File: src/include/sdf_pkg.sv
// Purpose: shared constants and types of the serial audio input deframer
// Assumes: single 200 MHz system clock, pins sampled through two flops
// Notes:   framing and width encodings are configuration input codes
package sdf_pkg;
    localparam int unsigned CLK_PERIOD_PS   = 5000;
    localparam int unsigned MAX_WIDTH       = 24;
    localparam int unsigned FRAME_BITS      = 64;
    localparam int unsigned SLOT_BITS       = 32;
    localparam int unsigned SYNC_STAGES     = 2;
    localparam int unsigned OSR_LOW         = 256;
    localparam int unsigned OSR_HIGH        = 384;
    // biphase cells per frame: 64 bits of two cells each
    localparam int unsigned BIPHASE_CELLS   = 128;
    localparam int unsigned DIV_LOW         = OSR_LOW / BIPHASE_CELLS;
    localparam int unsigned DIV_HIGH        = OSR_HIGH / BIPHASE_CELLS;
    localparam logic [2:0]  DIV_LOW_3       = 3'(DIV_LOW);
    localparam logic [2:0]  DIV_HIGH_3      = 3'(DIV_HIGH);
    localparam logic [5:0]  RJ_PAD_BASE     = 6'h20;

    typedef enum logic [1:0] {
        SDF_FMT_I2S   = 2'h0,
        SDF_FMT_LEFT  = 2'h1,
        SDF_FMT_RIGHT = 2'h2
    } sdf_fmt_t;

    typedef enum logic [1:0] {
        SDF_W16 = 2'h0,
        SDF_W18 = 2'h1,
        SDF_W20 = 2'h2,
        SDF_W24 = 2'h3
    } sdf_width_t;

    // gray codes along idle -> wait -> shift
    typedef enum logic [1:0] {
        SDF_ST_IDLE  = 2'b00,
        SDF_ST_WAIT  = 2'b01,
        SDF_ST_SHIFT = 2'b11
    } sdf_state_t;

    function automatic logic [5:0] sdf_bits(input sdf_width_t w);
        case (w)
            SDF_W16: sdf_bits = 6'h10;
            SDF_W18: sdf_bits = 6'h12;
            SDF_W20: sdf_bits = 6'h14;
            default: sdf_bits = 6'h18;
        endcase
    endfunction
endpackage

File: src/verilog/sdf_biphase_div.sv
////////////////////////////////////////////////////////////////////////////////
// Purpose: biphase cell strobe from the oversampling clock
// Assumes: oversampling_clock is a pin, sampled on clock_i
// Notes:   strobe once every DIV oversampling rising edges
////////////////////////////////////////////////////////////////////////////////
module sdf_biphase_div
    import sdf_pkg::*;
(
    input  wire logic clock_i,
    input  wire logic nrst_i,
    input  wire logic clk_en_i,
    input  wire logic osr_384_i,
    input  wire logic oversampling_clock_i,
    output logic      cell_strobe_o
);
    logic [1:0] sync_q;
    logic [1:0] sync_d;
    logic       prev_q;
    logic       prev_d;
    logic [2:0] cnt_q;
    logic [2:0] cnt_d;
    logic       stb_q;
    logic       stb_d;
    logic [2:0] div;

    always_comb begin
        div    = osr_384_i ? DIV_HIGH_3 : DIV_LOW_3;
        sync_d = {sync_q[0], oversampling_clock_i};
        prev_d = sync_q[1];
        cnt_d  = cnt_q;
        stb_d  = 1'b0;
        if (sync_q[1] && !prev_q) begin
            if (cnt_q >= div - 3'h1) begin
                cnt_d = 3'h0;
                stb_d = 1'b1;
            end else begin
                cnt_d = cnt_q + 3'h1;
            end
        end
    end

    always_ff @(posedge clock_i or negedge nrst_i) begin
        if (!nrst_i) begin
            sync_q <= 2'h0;
            prev_q <= 1'b0;
            cnt_q  <= 3'h0;
            stb_q  <= 1'b0;
        end else if (clk_en_i) begin
            sync_q <= sync_d;
            prev_q <= prev_d;
            cnt_q  <= cnt_d;
            stb_q  <= stb_d;
        end
    end

    assign cell_strobe_o = stb_q;
endmodule // sdf_biphase_div

File: src/verilog/sdf_deframer.sv
////////////////////////////////////////////////////////////////////////////////
// Purpose: serial audio input deframer feeding the biphase encoder
// Assumes: bit clock, frame sync and data are pins, oversampled on clock_i
// Notes:   right-justified data is taken from the slot's tail
////////////////////////////////////////////////////////////////////////////////
// Behaviour
// - Serial data is accepted in I2S, left-justified or right-justified framing.
// - Sample widths of 16, 18, 20 and 24 bits are selected by configuration.
// - Data bits are captured at the rising edge of the bit clock.
// - In left and right-justified framing a high frame sync marks the left slot.
// - Right-justified data starts 32 minus the width bits after the edge, so its LSB ends the slot.
// - In I2S framing a low frame sync marks the left slot.
// - In I2S framing the MSB comes one bit clock after the frame sync edge.
// - In left-justified framing the MSB comes right at the frame sync edge.
// - The biphase cell clock is the oversampling clock divided for 256 or 384 times fs.
module sdf_deframer
    import sdf_pkg::*;
(
    input  wire logic                  clock_i,
    input  wire logic                  nrst_i,
    input  wire logic                  clk_en_i,
    input  wire sdf_pkg::sdf_fmt_t     format_i,
    input  wire sdf_pkg::sdf_width_t   width_i,
    input  wire logic                  osr_384_i,
    input  wire logic                  bit_clock_i,
    input  wire logic                  frame_sync_i,
    input  wire logic                  serial_sample_in_i,
    input  wire logic                  oversampling_clock_i,
    output logic [sdf_pkg::MAX_WIDTH-1:0] sample_o,
    output logic                       sample_left_o,
    output logic                       sample_valid_o,
    output logic                       cell_strobe_o
);
    import sdf_pkg::*;

    ////////////////////////////////////////////////////////////////////////////
    // pin synchronisers and bit clock edge
    logic [SYNC_STAGES-1:0] bck_s_q;
    logic [SYNC_STAGES-1:0] bck_s_d;
    logic [SYNC_STAGES-1:0] fs_s_q;
    logic [SYNC_STAGES-1:0] fs_s_d;
    logic [SYNC_STAGES-1:0] dat_s_q;
    logic [SYNC_STAGES-1:0] dat_s_d;
    logic                   bck_prev_q;
    logic                   bck_prev_d;
    logic                   fs_prev_q;
    logic                   fs_prev_d;
    logic                   rise;

    always_comb begin
        bck_s_d    = {bck_s_q[0], bit_clock_i};
        fs_s_d     = {fs_s_q[0], frame_sync_i};
        dat_s_d    = {dat_s_q[0], serial_sample_in_i};
        bck_prev_d = bck_s_q[1];
        // frame sync level seen at the last bit clock rise
        fs_prev_d  = rise ? fs_s_q[1] : fs_prev_q;
    end

    always_ff @(posedge clock_i or negedge nrst_i) begin
        if (!nrst_i) begin
            bck_s_q    <= '0;
            fs_s_q     <= '0;
            dat_s_q    <= '0;
            bck_prev_q <= 1'b0;
            fs_prev_q  <= 1'b0;
        end else if (clk_en_i) begin
            bck_s_q    <= bck_s_d;
            fs_s_q     <= fs_s_d;
            dat_s_q    <= dat_s_d;
            bck_prev_q <= bck_prev_d;
            fs_prev_q  <= fs_prev_d;
        end
    end

    assign rise = bck_s_q[1] && !bck_prev_q;

    ////////////////////////////////////////////////////////////////////////////
    // slot sequencer
    sdf_state_t             st_q;
    sdf_state_t             st_d;
    logic [5:0]             pos_q;
    logic [5:0]             pos_d;
    logic [5:0]             left_q;
    logic [5:0]             left_d;
    logic [MAX_WIDTH-1:0]   sh_q;
    logic [MAX_WIDTH-1:0]   sh_d;
    logic                   slot_l_q;
    logic                   slot_l_d;
    logic [MAX_WIDTH-1:0]   out_q;
    logic [MAX_WIDTH-1:0]   out_d;
    logic                   out_l_q;
    logic                   out_l_d;
    logic                   vld_q;
    logic                   vld_d;
    logic [5:0]             nbits;
    logic [5:0]             skip;
    logic                   fs_edge;
    logic                   is_left;
    logic [MAX_WIDTH-1:0]   shifted;

    always_comb begin
        nbits   = sdf_bits(width_i);
        fs_edge = fs_s_q[1] != fs_prev_q;
        if (format_i == SDF_FMT_I2S) begin
            is_left = !fs_s_q[1];
        end else begin
            is_left = fs_s_q[1];
        end
        case (format_i)
            SDF_FMT_I2S:   skip = 6'h1;
            SDF_FMT_LEFT:  skip = 6'h0;
            default:       skip = RJ_PAD_BASE - nbits;
        endcase
        shifted  = {sh_q[MAX_WIDTH-2:0], dat_s_q[1]};
        st_d     = st_q;
        pos_d    = pos_q;
        left_d   = left_q;
        sh_d     = sh_q;
        slot_l_d = slot_l_q;
        out_d    = out_q;
        out_l_d  = out_l_q;
        vld_d    = 1'b0;
        if (rise) begin
            if (fs_edge) begin
                slot_l_d = is_left;
                pos_d    = 6'h0;
                sh_d     = '0;
                if (skip == 6'h0) begin
                    sh_d   = {{(MAX_WIDTH-1){1'b0}}, dat_s_q[1]};
                    left_d = nbits - 6'h1;
                    st_d   = SDF_ST_SHIFT;
                end else begin
                    left_d = nbits;
                    st_d   = SDF_ST_WAIT;
                end
            end else begin
                pos_d = pos_q + 6'h1;
                case (st_q)
                    SDF_ST_WAIT: begin
                        if (pos_q + 6'h1 >= skip) begin
                            sh_d   = shifted;
                            left_d = left_q - 6'h1;
                            st_d   = SDF_ST_SHIFT;
                        end
                    end
                    SDF_ST_SHIFT: begin
                        if (left_q != 6'h0) begin
                            sh_d   = shifted;
                            left_d = left_q - 6'h1;
                        end
                    end
                    default: ;
                endcase
            end
        end
        if (st_q == SDF_ST_SHIFT && left_q == 6'h0) begin
            // left-align the sample in the output word
            out_d   = sh_q << (6'(MAX_WIDTH) - nbits);
            out_l_d = slot_l_q;
            vld_d   = 1'b1;
            st_d    = (rise && fs_edge) ? st_d : SDF_ST_IDLE;
        end
    end

    always_ff @(posedge clock_i or negedge nrst_i) begin
        if (!nrst_i) begin
            st_q     <= SDF_ST_IDLE;
            pos_q    <= 6'h0;
            left_q   <= 6'h0;
            sh_q     <= '0;
            slot_l_q <= 1'b0;
            out_q    <= '0;
            out_l_q  <= 1'b0;
            vld_q    <= 1'b0;
        end else if (clk_en_i) begin
            st_q     <= st_d;
            pos_q    <= pos_d;
            left_q   <= left_d;
            sh_q     <= sh_d;
            slot_l_q <= slot_l_d;
            out_q    <= out_d;
            out_l_q  <= out_l_d;
            vld_q    <= vld_d;
        end
    end

    assign sample_o       = out_q;
    assign sample_left_o  = out_l_q;
    assign sample_valid_o = vld_q;

    ////////////////////////////////////////////////////////////////////////////
    // biphase cell clock
    sdf_biphase_div u_div (
        .clock_i              (clock_i),
        .nrst_i               (nrst_i),
        .clk_en_i             (clk_en_i),
        .osr_384_i            (osr_384_i),
        .oversampling_clock_i (oversampling_clock_i),
        .cell_strobe_o        (cell_strobe_o)
    );

    ////////////////////////////////////////////////////////////////////////////
    // checks
    // last bit clock rise of a 32-bit slot, counted from the frame edge
    localparam logic [5:0] RJ_LAST_POS = 6'(SLOT_BITS - 1);
endmodule // sdf_deframer

File: config.mk
export PLATFORM = sky130hd
export DESIGN_NAME = sdf_deframer
export DESIGN_NICKNAME = d
export VERILOG_FILES = /design/src/include/sdf_pkg.sv /design/src/verilog/sdf_biphase_div.sv /design/src/verilog/sdf_deframer.sv
export SDC_FILE = /design/constraint.sdc
export NUM_CORES = 1
export LEC_CHECK = 0
export ABC_CLOCK_PERIOD_IN_PS = 2500
export BUFFER_PORTS_ARGS = -buffer_cell sky130_fd_sc_hd__clkbuf_2
export CAP_MARGIN = 10
export CELL_PAD_IN_SITES_DETAIL_PLACEMENT = 0
export CELL_PAD_IN_SITES_GLOBAL_PLACEMENT = 1
export CORE_MARGIN = 2
export CORE_UTILIZATION = 47
export CTS_CLUSTER_SIZE = 10
export DETAILED_ROUTE_END_ITERATION = 8
export PLACE_DENSITY = 0.79
export SYNTH_ARGS = -nofsm -noshare
export SYNTH_HDL_FRONTEND = slang
export SYNTH_SLANG_ARGS = --single-unit
File: constraint.sdc
create_clock -name clock_i -period 2.5 [get_ports clock_i]
set_input_delay 0.5 -clock clock_i [delete_from_list [all_inputs] [get_ports clock_i]]
set_output_delay 0.5 -clock clock_i [all_outputs]
set_load 0.05 [all_outputs]
==> flow_summary.json <==
{
  "synth_adder_area_share_pct": 4.36,
  "final_layout_size_suffix_gt1_share_pct": 28.3,
  "die-area_um2": 9940,
  "slew_headroom_pct": 62.7,
  "antenna_found_initial": 0,
  "yosysSeqAreaShare_pct": 46.5,
  "netlist_area_um2": 4310,
  "period_minus_slack_ns": 2.39,
  "die_x_um": 99.7,
  "holdWs_ns": 0.0751,
  "fin_cells": 556,
  "grt_overflow": 0,
  "slew_violations": 0,
  "wl_um": 9290,
  "reg2reg_depth": 10,
  "io_buffers": 38,
  "ys_seq_elements": 80,
  "num-nets-final": 470,
  "maxCapViolations": 0,
  "pin_count": 39,
  "cts.path.max_buffers": 2,
  "dp_hpwl_um": 6290,
  "synth_compound_area_share_pct": 17.8,
  "hold_class": "primary input to asynchronous set/reset pin",
  "synth_xor_area_share_pct": 2.03,
  "drt_iter0_markers": 145,
  "via_per_inst": 5.74,
  "seq_area_um2": 2000,
  "fin_util_pct": 58.1,
  "dr.pass1.iters": 4,
  "ir_worst_vdd_mv": 0.406,
  "clk_pin_slew_ns": 0.09,
  "multi_input_area_um2": 2230,
  "cts_buffers": 9,
  "synth_simple_gate_area_share_pct": 12.1,
  "start_util_pct": 48.9,
  "status": "complete, no violations",
  "critPathArrivalTime_ns": 2.63,
  "start_kind": "register",
  "cts_htree_levels": 3,
  "synth_top_family_by_area": "compound AO/OA/AOI/OAI gates",
  "antenna_left": 0,
  "rr_endpoint": "sh_q[15]",
  "synthFlopType": "dfrtp_1",
  "synth.net_count": 425,
  "holdBufCountCts": 0,
  "worst-slew-pin-transition_ns": 0.557,
  "setup_tns_ns": 0,
  "min_period_over_period_pct": 95.8,
  "wl_per_cell_um": 16.7,
  "cts_tree": "yes",
  "ys_types": 47,
  "dp_slack_ns": -0.0896,
  "synthCells": 398,
  "grt_start_max_net_pins": 49,
  "async_flop_share_pct": 100,
  "fmax_mhz": 418,
  "grt_pass1_wl_um": 15700,
  "path_max_fanout": 12,
  "coreArea_um2": 8810,
  "gp_congestion": 0.798,
  "avgSynthCellArea_um2": 10.8,
  "powerDensity_nw_per_um2": 786,
  "synth_edf_count": 0,
  "setup_viol": 0,
  "criticalPathCategory": "register to register",
  "setup_slack_ns": 0.106,
  "p_leak_nw": 2.32,
  "numClockSinks": 80,
  "ctsRootBufferMaster": "clkbuf_8",
  "clkLatencyLatePin_ns": 0.35,
  "vias": 3194,
  "hold_violations": 0,
  "rows": 34,
  "diodes": 0,
  "placed_cell_area_um2": 4740,
  "rrSetupSlack_ns": 0.11,
  "synthMuxAreaShare_pct": 13.2,
  "ys_warn_count": 0,
  "fill_cells": 759,
  "area_delta_synth_final_pct": 18.9,
  "drc": 0,
  "finalPower_mw": 4.02,
  "fin_worst_skew_ns": 0.0112,
  "worstReg2RegStart": "pos_q[0]",
  "finalInstanceArea_um2": 5120,
  "grt_usage_pct": 19.9,
  "place_inst": 538,
  "first_global_vias": 3156,
  "die_y_um": 99.7,
  "end_kind": "register",
  "cp_data_required_time_ns": 2.74
}
==> synthesized netlist by cell type (2+ instances only) <==
library cell / n / share of area (%)
dfrtp_1: 80 / 46
nand2_1: 53 / 4.6
o21ai_0: 28 / 3.3
a22o_1: 27 / 5.5
mux2i_1: 24 / 5.6
mux2_2: 21 / 5.5
ha_1: 15 / 4.4
clkbuf_1: 14 / 1.2
nand3_1: 12 / 1.4
a21oi_1: 11 / 1.3
nor2_1: 11 / 0.96
inv_1: 9 / 0.78
buf_2: 8 / 0.93
nor2b_1: 7 / 1.0
a211oi_1: 6 / 1.0
o31ai_1: 6 / 1.0
nand2b_1: 5 / 0.73
o22ai_1: 5 / 0.73
or3_1: 5 / 0.73
a21o_1: 4 / 0.70
a22oi_1: 4 / 0.70
buf_6: 4 / 1.0
mux4_2: 4 / 2.1
a31oi_1: 3 / 0.44
o211ai_1: 3 / 0.52
o41ai_1: 3 / 0.61
xor2_1: 3 / 0.61
o311ai_0: 2 / 0.41
or4_1: 2 / 0.35
xnor2_1: 2 / 0.41
==> routing by layer <==
layer	GRT usage [%]	wire, um
met3	3.37	268
met1	28.8	4540
met5	0	0
met2	31.3	4330
met4	5.37	148
==> power by group <==
part,internal (mW),switching (mW),total [mW]
clock network,0.792,0.482,1.27
registers,1.45,0.160,1.61
logic,0.538,0.602,1.14
total,2.78,1.24,4.02
==> registers in the layout, summed over array words and instances (netlist names), 3 cells and up <==
register / cells
sample_o: 24
pos_q: 6
left_q: 6
u_div.cnt_q: 3
sh_q: 24
==> logic make-up after synthesis <==
group	count (synthesis)
compound gates	106
simple gates	105
flops	80
mux	49
buf+inv	36
fa+ha+maj	15
xor+xnor	7
==> cell type report <==
cell class / instances / area share [%]
Timing Repair Buffer: 61 / 8.29
Clock inverter: 5 / 2.49
Tap cell: 108 / 2.64
Inverter: 9 / 1.05
Multi-Input combinational cell: 282 / 43.6
Clock buffer: 11 / 2.76
Sequential cell: 80 / 39.2
==> worst max-delay path, stage by stage (launching register included) <==
cell and delay [ns]:
dfrtp_2 0.47, ha_4 0.18, buf_4 0.14, xor2_2 0.15
ha_4 0.27, nor3_2 0.04, nor3_2 0.26, o31ai_4 0.13
a21o_4 0.25, clkbuf_16 0.17, a22o_1 0.22
==> worst max-delay path by stage <==
stage                           from  slack [ns]   endpoint
final                       pos_q[0]        0.11   sh_q[15]
after global routing        pos_q[1]       -0.03  left_q[5]
after CTS                   pos_q[0]        0.05   sh_q[19]
after detailed placement  width_i[0]       -0.09  left_q[5]
after global placement    width_i[0]       -0.07  left_q[5]
after floorplan           width_i[0]       -0.10    sh_q[3]
==> cell usage in the layout (no fill, tap or decap), types with 3 or more instances in the layout <==
cell / netlist / routed
a31oi_1: 3 / 3
o22ai_1: 5 / 5
o31ai_1: 6 / 6
or3_1: 5 / 5
nand3_1: 12 / 11
nor2_1: 11 / 10
a211oi_1: 6 / 6
o41ai_1: 3 / 3
nand2_1: 53 / 52
o21ai_0: 28 / 27
clkbuf_2: 0 / 37
xnor2_2: 1 / 3
nor2b_1: 7 / 7
clkbuf_8: 0 / 10
buf_4: 0 / 19
nand2b_1: 5 / 5
mux2i_1: 24 / 24
inv_1: 9 / 7
mux2_2: 21 / 21
a21o_1: 4 / 3
a22o_1: 27 / 27
ha_1: 15 / 10
bufinv_16: 0 / 4
a21oi_1: 11 / 11
mux4_2: 4 / 4
o211ai_1: 3 / 3
dfrtp_1: 80 / 78
ha_4: 0 / 4
a22oi_1: 4 / 4
buf_12: 0 / 3
==> repair_timing <==
item | in CTS | in global routing
endpoints found under the hold margin | 0 | 0
buffers inserted | 0 | 1
gates resized for setup | 0 | 14
setup endpoints to repair | 0 | 30
No activity file was read; power rests on OpenSTA's default activity.
